<file path="src/nmp_pkg.sv">
package nmp_pkg;
    // Register byte offsets on the APB bus.
    localparam logic [7:0] OFS_FRAME_LO   = 8'h00;
    localparam logic [7:0] OFS_FRAME_HI   = 8'h04;
    localparam logic [7:0] OFS_NOTCH_CFG  = 8'h08;
    localparam logic [7:0] OFS_NOTCH_LIM  = 8'h0C;
    localparam logic [7:0] OFS_STAGE_CNT  = 8'h1C;
    localparam logic [7:0] OFS_INIT_SPD   = 8'h20;
    localparam logic [7:0] OFS_STATUS     = 8'h24;
    localparam logic [7:0] OFS_DEST       = 8'h28;
    localparam logic [7:0] OFS_STAGE_POS  = 8'h40;
    localparam logic [7:0] OFS_STAGE_SPD  = 8'h80;
    // Frame field positions inside the low frame word.
    localparam int BIT_START  = 0;
    localparam int BIT_SERVO  = 1;
    localparam int POS_CODE   = 8;
    localparam int BIT_INC    = 24;
    // Notch configuration field positions.
    localparam int BIT_DESIG  = 0;
    localparam int POS_NSEL   = 4;
    // Command codes.
    localparam logic [3:0] CMD_NOTCH = 4'h3;
    localparam logic [3:0] CMD_MULTI = 4'h4;
    // Parameter ranges and reset values.
    localparam logic [26:0] STAGE_POS_MAX = 27'h5F5_E0FF;
    localparam logic [17:0] SPD_MAX       = 18'h3_A980;
    localparam logic [17:0] SPD_DEF       = 18'h0_5DC0;
    localparam logic [31:0] NOTCH_LIM_MAX = 32'h05F5_E0FF;
    localparam logic [4:0]  STAGE_CNT_DEF = 5'h00;

    // Latched move command.
    typedef struct packed {
        logic [3:0]  code;
        logic        inc;
        logic [31:0] target;
    } cmd_t;
endpackage

</file>
<file path="src/notch_multispeed_positioning.sv">
// Local design decisions: the register offsets and the APB interface to the registers.
module notch_multispeed_positioning #(
    parameter int STAGES = 16
) (
    input  wire logic        pclk,      // 200 MHz clock.
    input  wire logic        presetn,   // Asynchronous reset, active low.
    input  wire logic        ce,        // Clock enable; state frozen while low.
    input  wire logic        psel,      // APB select.
    input  wire logic        penable,   // APB enable.
    input  wire logic        pwrite,    // APB direction.
    input  wire logic [7:0]  paddr,     // APB byte address.
    input  wire logic [31:0] pwdata,    // APB write data.
    output logic             pready,    // APB ready.
    output logic [31:0]      prdata,    // APB read data.
    output logic             pslverr,   // APB error on unmapped address.
    input  wire logic [31:0] pos_in,    // Present axis position, signed steps.
    output logic [17:0]      speed_cmd, // Commanded feed speed, zero when idle.
    output logic [31:0]      dest,      // Destination of the running move.
    output logic             busy,      // Move in progress.
    output logic [1:0]       notch      // Notch outputs 2 and 1.
);
    // Stage registers are decoded from four address bits, so at most sixteen can be reached.
    if (STAGES < 1 || STAGES > 16) begin
        $error("STAGES must be 1 to 16");
    end

    // Two states suffice: hold and cancel handling are not part of this block.
    typedef enum logic {IDLE, MOVE} state_t;

    // Frame, parameter store, sequencer state and bus decode terms.
    logic [31:0]  frame_lo_r, frame_hi_r, dest_r;
    logic         desig_r;
    logic [1:0]   nsel_r, notch_r;
    logic [31:0]  nlim_r [4];
    logic [4:0]   stage_cnt_r, idx_r;
    logic [17:0]  init_spd_r, speed_r;
    logic [26:0]  stpos_r [STAGES];
    logic [17:0]  stspd_r [STAGES];
    logic         start_prev_r, pready_r, pslverr_r;
    logic [31:0]  prdata_r, start_pos_r, trav;
    nmp_pkg::cmd_t cmd_r;
    state_t       state_r;
    logic         wr, rd, start_rise, go, servo, arrived;
    logic [31:0]  rdata;
    logic         rerr;

    // One wait state: the access phase sees pready on its second cycle.
    // A write lands on the edge that ends the access, so the master has held its data through the wait.
    assign wr = psel && penable && pwrite && pready_r;
    assign rd = psel && penable && !pready_r;
    assign servo = frame_lo_r[nmp_pkg::BIT_SERVO];
    assign start_rise = frame_lo_r[nmp_pkg::BIT_START] && !start_prev_r;
    assign go = start_rise && servo && state_r == IDLE
                && (frame_lo_r[nmp_pkg::POS_CODE +: 4] == nmp_pkg::CMD_NOTCH
                    || frame_lo_r[nmp_pkg::POS_CODE +: 4] == nmp_pkg::CMD_MULTI);
    assign arrived = pos_in == dest_r;
    // Distance from the start point without direction, since stage positions are unsigned.
    assign trav = (pos_in >= start_pos_r) ? pos_in - start_pos_r : start_pos_r - pos_in;

    // Signed window test, shared by both notch channels.
    function automatic logic in_win(input logic [31:0] p, input logic [31:0] lo, input logic [31:0] hi);
        return $signed(p) >= $signed(lo) && $signed(p) <= $signed(hi);
    endfunction

    // Limit range check used for all four notch limits.
    function automatic logic lim_ok(input logic [31:0] v);
        return $signed(v) <= $signed(nmp_pkg::NOTCH_LIM_MAX) && $signed(v) >= -$signed(nmp_pkg::NOTCH_LIM_MAX);
    endfunction

    // Read mux; unmapped addresses answer zero with an error.
    // Stage windows are tested first because their ranges cover many addresses.
    always_comb begin
        rdata = 32'h0000_0000;
        rerr  = 1'b0;
        if (paddr >= nmp_pkg::OFS_STAGE_SPD && paddr < nmp_pkg::OFS_STAGE_SPD + 8'(4 * STAGES)) begin
            rdata = {14'h0000, stspd_r[paddr[5:2]]};
        end else if (paddr >= nmp_pkg::OFS_STAGE_POS && paddr < nmp_pkg::OFS_STAGE_POS + 8'(4 * STAGES)) begin
            rdata = {5'h00, stpos_r[paddr[5:2]]};
        end else if (paddr >= nmp_pkg::OFS_NOTCH_LIM && paddr < nmp_pkg::OFS_STAGE_CNT) begin
            rdata = nlim_r[2'(paddr[4:2] - 3'h3)];
        end else begin
            unique case (paddr)
                nmp_pkg::OFS_FRAME_LO:  rdata = frame_lo_r;
                nmp_pkg::OFS_FRAME_HI:  rdata = frame_hi_r;
                nmp_pkg::OFS_NOTCH_CFG: rdata = {26'h000_0000, nsel_r, 3'h0, desig_r};
                nmp_pkg::OFS_STAGE_CNT: rdata = {27'h000_0000, stage_cnt_r};
                nmp_pkg::OFS_INIT_SPD:  rdata = {14'h0000, init_spd_r};
                nmp_pkg::OFS_STATUS:    rdata = {notch_r, 1'b0, idx_r, 6'h00, speed_r};
                nmp_pkg::OFS_DEST:      rdata = dest_r;
                default:                rerr = 1'b1;
            endcase
        end
    end

    // APB answer path; read data is registered so outputs come from flops.
    // Writes raise pready too, so every access sees the same single wait state.
    always_ff @(posedge pclk or negedge presetn) begin
        if (!presetn) begin
            pready_r  <= 1'b0;
            prdata_r  <= 32'h0000_0000;
            pslverr_r <= 1'b0;
        end else if (ce) begin
            pready_r  <= rd;
            pslverr_r <= rd && rerr;
            if (rd) begin
                prdata_r <= rdata;
            end
        end
    end

    // Command frame words written by the remote controller.
    // The start history follows the stored bit, so the edge is seen one cycle after the write lands.
    always_ff @(posedge pclk or negedge presetn) begin
        if (!presetn) begin
            frame_lo_r   <= 32'h0000_0000;
            frame_hi_r   <= 32'h0000_0000;
            start_prev_r <= 1'b0;
        end else if (ce) begin
            start_prev_r <= frame_lo_r[nmp_pkg::BIT_START];
            if (wr && paddr == nmp_pkg::OFS_FRAME_LO) begin
                frame_lo_r <= pwdata;
            end
            if (wr && paddr == nmp_pkg::OFS_FRAME_HI) begin
                frame_hi_r <= pwdata;
            end
        end
    end

    // Parameters take effect at once; out-of-range writes are dropped to keep old values.
    // Dropping rather than clipping lets software see by read-back that a value was refused.
    always_ff @(posedge pclk or negedge presetn) begin
        if (!presetn) begin
            desig_r     <= 1'b0;
            nsel_r      <= 2'h0;
            stage_cnt_r <= nmp_pkg::STAGE_CNT_DEF;
            init_spd_r  <= nmp_pkg::SPD_DEF;
            for (int i = 0; i < 4; i++) begin
                nlim_r[i] <= 32'h0000_0000;
            end
            for (int i = 0; i < STAGES; i++) begin
                stpos_r[i] <= 27'h000_0000;
                stspd_r[i] <= nmp_pkg::SPD_DEF;
            end
        end else if (ce && wr) begin
            if (paddr == nmp_pkg::OFS_NOTCH_CFG && pwdata[31:6] == 26'h000_0000) begin
                desig_r <= pwdata[nmp_pkg::BIT_DESIG];
                nsel_r  <= pwdata[nmp_pkg::POS_NSEL +: 2];
            end
            if (paddr >= nmp_pkg::OFS_NOTCH_LIM && paddr < nmp_pkg::OFS_STAGE_CNT && lim_ok(pwdata)) begin
                nlim_r[2'(paddr[4:2] - 3'h3)] <= pwdata;
            end
            if (paddr == nmp_pkg::OFS_STAGE_CNT && pwdata <= 32'(STAGES)) begin
                stage_cnt_r <= pwdata[4:0];
            end
            if (paddr == nmp_pkg::OFS_INIT_SPD && pwdata != 0 && pwdata <= 32'(nmp_pkg::SPD_MAX)) begin
                init_spd_r <= pwdata[17:0];
            end
            // Changing stages mid-move is the controller's fault; hardware just follows.
            if (paddr >= nmp_pkg::OFS_STAGE_POS && paddr < nmp_pkg::OFS_STAGE_POS + 8'(4 * STAGES)
                && pwdata <= 32'(nmp_pkg::STAGE_POS_MAX)) begin
                stpos_r[paddr[5:2]] <= pwdata[26:0];
            end
            if (paddr >= nmp_pkg::OFS_STAGE_SPD && paddr < nmp_pkg::OFS_STAGE_SPD + 8'(4 * STAGES)
                && pwdata != 0 && pwdata <= 32'(nmp_pkg::SPD_MAX)) begin
                stspd_r[paddr[5:2]] <= pwdata[17:0];
            end
        end
    end

    // Move sequencer: latch at start, run until the destination or servo off.
    always_ff @(posedge pclk or negedge presetn) begin
        if (!presetn) begin
            state_r     <= IDLE;
            cmd_r       <= '0;
            dest_r      <= 32'h0000_0000;
            start_pos_r <= 32'h0000_0000;
            idx_r       <= 5'h00;
            speed_r     <= 18'h0_0000;
        end else if (ce) begin
            unique case (state_r)
                IDLE: begin
                    speed_r <= 18'h0_0000;
                    if (go) begin
                        state_r     <= MOVE;
                        cmd_r       <= {frame_lo_r[nmp_pkg::POS_CODE +: 4],
                                        frame_lo_r[nmp_pkg::BIT_INC], frame_hi_r};
                        dest_r      <= frame_lo_r[nmp_pkg::BIT_INC] ? pos_in + frame_hi_r : frame_hi_r;
                        start_pos_r <= pos_in;
                        idx_r       <= 5'h00;
                        speed_r     <= init_spd_r;
                    end
                end
                MOVE: begin
                    // At most one stage is taken per cycle, which a stepping axis never outruns.
                    if (arrived || !servo) begin
                        state_r <= IDLE;
                        speed_r <= 18'h0_0000;
                    end else if (cmd_r.code == nmp_pkg::CMD_MULTI && idx_r < stage_cnt_r
                                 && trav >= {5'h00, stpos_r[idx_r[3:0]]}) begin
                        speed_r <= stspd_r[idx_r[3:0]];
                        idx_r   <= idx_r + 5'h01;
                    end
                end
            endcase
        end
    end

    // Notch flags; designation 1 measures limits from the move start point.
    // The flags trail the position by one cycle, a limit that the remote side must allow for.
    always_ff @(posedge pclk or negedge presetn) begin
        if (!presetn) begin
            notch_r <= 2'b00;
        end else if (ce) begin
            for (int n = 0; n < 2; n++) begin
                notch_r[n] <= state_r == MOVE && cmd_r.code == nmp_pkg::CMD_NOTCH && nsel_r[n]
                    && in_win(desig_r ? pos_in - start_pos_r : pos_in, nlim_r[2 * n], nlim_r[2 * n + 1]);
            end
        end
    end

    // Outputs are the flops themselves; busy is the one-bit state register.
    assign pready    = pready_r;
    assign prdata    = prdata_r;
    assign pslverr   = pslverr_r;
    assign speed_cmd = speed_r;
    assign dest      = dest_r;
    assign busy      = state_r == MOVE;
    assign notch     = notch_r;
endmodule

</file>
<file path="config.mk">
export PLATFORM = sky130hd
export DESIGN_NAME = notch_multispeed_positioning
export DESIGN_NICKNAME = d
export VERILOG_FILES = /design/src/nmp_pkg.sv /design/src/notch_multispeed_positioning.sv
export SDC_FILE = /design/constraint.sdc
export NUM_CORES = 2
export LEC_CHECK = 0
export BUFFER_PORTS_ARGS = -buffer_cell sky130_fd_sc_hd__buf_4
export CORE_UTILIZATION = 60
export DETAILED_ROUTE_END_ITERATION = 10
export PLACE_DENSITY_LB_ADDON = 0.3
export SLEW_MARGIN = 20
export SYNTH_ARGS = -nofsm -noshare
export SYNTH_HDL_FRONTEND = slang
export SYNTH_SLANG_ARGS = --single-unit
</file>
<file path="constraint.sdc">
create_clock -name pclk -period 6.14 [get_ports pclk]
set_input_delay 1.228 -clock pclk [delete_from_list [all_inputs] [get_ports pclk]]
set_output_delay 1.228 -clock pclk [all_outputs]
set_load 0.05 [all_outputs]
</file>
==> results_dict.tcl <==
set metrics [dict create \
    status "finished clean" \
    route.top_layer_used "met5" \
    yosysTopAreaCellShare 0.374 \
    route.layer.met1.wl_um 80400 \
    register_area_um2 26900 \
    ir_drop_mv 0.232 \
    total_leakage_power_nw 33.2 \
    yosys_most_used_dff "dfrtp_1" \
    setup.worst_path.start "pos_in[0]" \
    netlist-cell-type-count 85 \
    slew_at_the_pin_with_the_worst_max_slew_slack_ns 1.20 \
    critical_path_peak_fanout 17 \
    rsz0062_at_grt "false" \
    wl_per_cell_um 31.9 \
    crit_buf_inv 7 \
    cell_type_group_with_the_largest_total_delay_on_the_critical_path "compound AO/OA/AOI/OAI gates" \
    netSwitchingFraction 0.248 \
    fin_total_pwr_w 0.0159 \
    grt_max_degree 157 \
    critPathKind "input pin to flip-flop" \
    max_freq_mhz 171 \
    detail_route.drc_violations 0 \
    port_buffers 164 \
    initial_core_util 0.609 \
    number_of_fill_cells 7243 \
    io_pins 165 \
    worst_path_max_delay_cell "a2111oi_1" \
    reg2reg_setup_slack_ns 0.63 \
    power_switching_w 0.00395 \
    ys.warnings.count 0 \
    count_of_flip_flops_with_a_built_in_enable_after_synthesis 0 \
    clock_sink_count 1067 \
    setup_viol 0 \
    drt-pass1-iter-count 7 \
    pwr-share-comb 0.080 \
    worst_skew_late_latency_ns 0.75 \
    power_report.internal_total_w 0.0120 \
    synth.avg_cell_area_um2 12.9 \
    synth_largest_area_cell "dfrtp_1" \
    last_weighted_congestion_value_of_the_routability_driven_placer 1.04 \
    antenna_left 0 \
    finish.net_count 5445 \
    cts_tree "built" \
    die_width_um 327 \
    grt_antenna_before_repair 11 \
    detailedPlacementHpwl_um 143000 \
    htreeDepth 3 \
    post_cts.repair.setup_buffers 0 \
    synth-seq-area-share 0.424 \
    cp.required_ns 6.77 \
    routed-wl-met2_um 96600 \
    num_vias 45800 \
    synth_fp_nets 5266 \
    pwr-share-seq 0.444 \
    cp_slowest_stage_delay_ns 0.44 \
    die_y_um 327 \
    first_global_vias 46200 \
    cp.arrival_ns 6.48 \
    post_drt_via_cell_ratio 6.96 \
    crit_top_cell "buf_4" \
    clockBufferDepth 3 \
    rows 118 \
    wl_met3_um 20900 \
    die_area_um2 107000 \
    wirelength_um 210000 \
    fraction_of_power_consumed_by_the_clock_network 0.476 \
    setup-tns-final_ns 0 \
    worstSetupEndpointType "flip-flop" \
    synthToLayoutAreaGrowth_pct 12.9 \
    cts_resizes 0 \
    post_route_cells_drive_above_1_share 0.430 \
    final-hold-violation-count 0 \
    drt-initial-drc-count 5115 \
    timing.critical_path.from_type "input pin" \
    layout_min_cycle_time_ns 5.85 \
    ys_seq_elements 1067 \
    cts-root-buf "clkbuf_16" \
    post_synth_inst_count 4925 \
    cts_hold_buf 0 \
    path_clk_slew_ns 0.06 \
    hold_class "flip-flop to flip-flop" \
    netlist_top_cells_area "dfrtp_1 (37%), mux4_2 (17%), mux2_2 (16%), ha_1 (5.1%), dfstp_2 (4.9%)" \
    overflow 0 \
    first_pass_grt_wire_length_um 311000 \
    area_of_the_multi_input_gates_um2 34100 \
    synth_async_sr_flop_share 1.00 \
    finalClockSkew_ns 0.0649 \
    numCtsBuffers 112 \
    timing_max_transition_violations_final 0 \
    timing.rr.start "start_pos_r[0]" \
    holdCritStartpoint "prdata[1]" \
    global_route.usage.total 0.397 \
    power_density_normalized_to_cell_area_nw_per_um2 223 \
    post-route-period-util 0.953 \
    floorplan.core_area_um2 104000 \
    cell_area_after_technology_mapping_um2 63400 \
    max_slew_margin 0.195 \
    drv_cap 0 \
]
[layout make-up]
class	count	area share
multi-input combinational	3217	0.477
clock buffer	157	0.0464
antenna	9	0.000315
tap	1380	0.0241
timing repair buffer	452	0.0511
sequential	1067	0.376
clock inverter	54	0.0118
inverter	254	0.0133
[metrics by stage]
stage | util | cells | hold slack, ns | setup slack (ns) | cell area (um^2)
after floorplan | - | 4925 | 0.468 | 0.252 | 63400
after CTS | 0.686 | 6580 | 0.485 | 0.246 | 71400
final | 0.687 | 6590 | 0.482 | 0.291 | 71500
after global routing | 0.687 | 6583 | 0.508 | 0.0131 | 71500
after detailed placement | 0.646 | 6369 | 0.472 | -0.475 | 67300
after global placement | 0.646 | 6369 | 0.465 | -0.340 | 67300
[per-layer routing]
layer	track usage	vias up
met5	0	-
met4	0.208	6
met3	0.101	597
met2	0.606	2513
met1	0.527	23800
li1	-	18900
[cell usage after synthesis (all sizes together) (21+ instances only)]
master,number
dfrtp,948
mux2,925
mux4,478
clkbuf,290
ha,260
inv,253
nand2,236
o21ai,230
a21oi,178
dfstp,119
nor2,102
buf,98
a21o,88
xor2,64
nand4,58
a22oi,53
xnor2,53
mux2i,52
nand3,46
nor2b,35
a221oi,34
nor3,26
a31oi,24
nor4,24
a2bb2oi,23
a21boi,22
and3,21
nand2b,21
[layout by cell type, fill, tap and decap left out, drive strengths merged, types with 18 or more instances in the layout]
cell	synthesis	final
dfrtp	948	948
mux2	925	925
mux4	478	478
buf	98	451
ha	260	260
inv	253	256
nand2	236	236
o21ai	230	230
a21oi	178	178
clkbuf	290	158
dfstp	119	119
nor2	102	102
a21o	88	88
xor2	64	64
nand4	58	58
xnor2	53	53
a22oi	53	53
mux2i	52	52
nand3	46	46
nor2b	35	35
a221oi	34	34
clkinv	1	29
nor3	26	26
a31oi	24	24
nor4	24	24
a2bb2oi	23	23
a21boi	22	23
nand2b	21	21
and3	21	21
o21a	18	18
[state kept, by name (all words and copies together) (netlist names), 4 cells and up]
register	cells
stpos_r	432
frame_lo_r	32
cmd_r	4
stspd_r	288
frame_hi_r	32
nlim_r	128
prdata	32
start_pos_r	32
dest	32
stage_cnt_r	5
idx_r	5
speed_cmd	18
init_spd_r	18
[worst register-to-register path, cell delays in order, from the launching register on]
cell and delay [ns]:
dfrtp_1 0.36, ha_1 0.17, inv_1 0.07, fa_1 0.40, a211oi_2 0.27, o211ai_2 0.15
and2_1 0.22, a32oi_2 0.24, a31oi_1 0.15, a311o_2 0.34, buf_4 0.22, mux2i_1 0.22
xor2_1 0.19, ha_1 0.26, a2111oi_1 0.44, nand2_1 0.09, o21ai_0 0.17, buf_4 0.16
o211ai_1 0.13, a21oi_1 0.20, nand4_1 0.19, o211ai_4 0.16, buf_12 0.19, buf_12 0.16
o21ai_1 0.08, a2bb2oi_1 0.20
[power groups by stage]
stage / logic [W] / registers (W) / clock network, W
finish: 0.00127 / 0.00707 / 0.00757
global route: 0.00136 / 0.00707 / 0.00789
CTS: 0.00125 / 0.00707 / 0.00762
detailed placement: 0.00125 / 0.00720 / 0
global placement: 0.00124 / 0.00720 / 0
floorplan: 0.000597 / 0.00724 / 0
[path summary, 6_finish.rpt]
check	endpoint	cells after the start
worst max-delay path	speed_cmd[3]	27
worst min-delay path	prdata[1]	2
worst max register to register	speed_cmd[3]	25
worst min register to register	prdata[1]	2
max in group asynchronous	nlim_r[121]	2
min in group asynchronous	frame_lo_r[2]	1
[kinds of logic after synthesis]
group | Yosys count | share of synthesized area
XOR/XNOR | 117 | 0.0162
AND/OR/NAND/NOR | 608 | 0.0468
multiplexers | 1455 | 0.343
adder cells (fa/ha/maj) | 263 | 0.0523
flip-flops | 1067 | 0.424
buffers and inverters | 642 | 0.0399
AO/OA/AOI/OAI | 773 | 0.0786
Power figures use the tool's default switching activity.
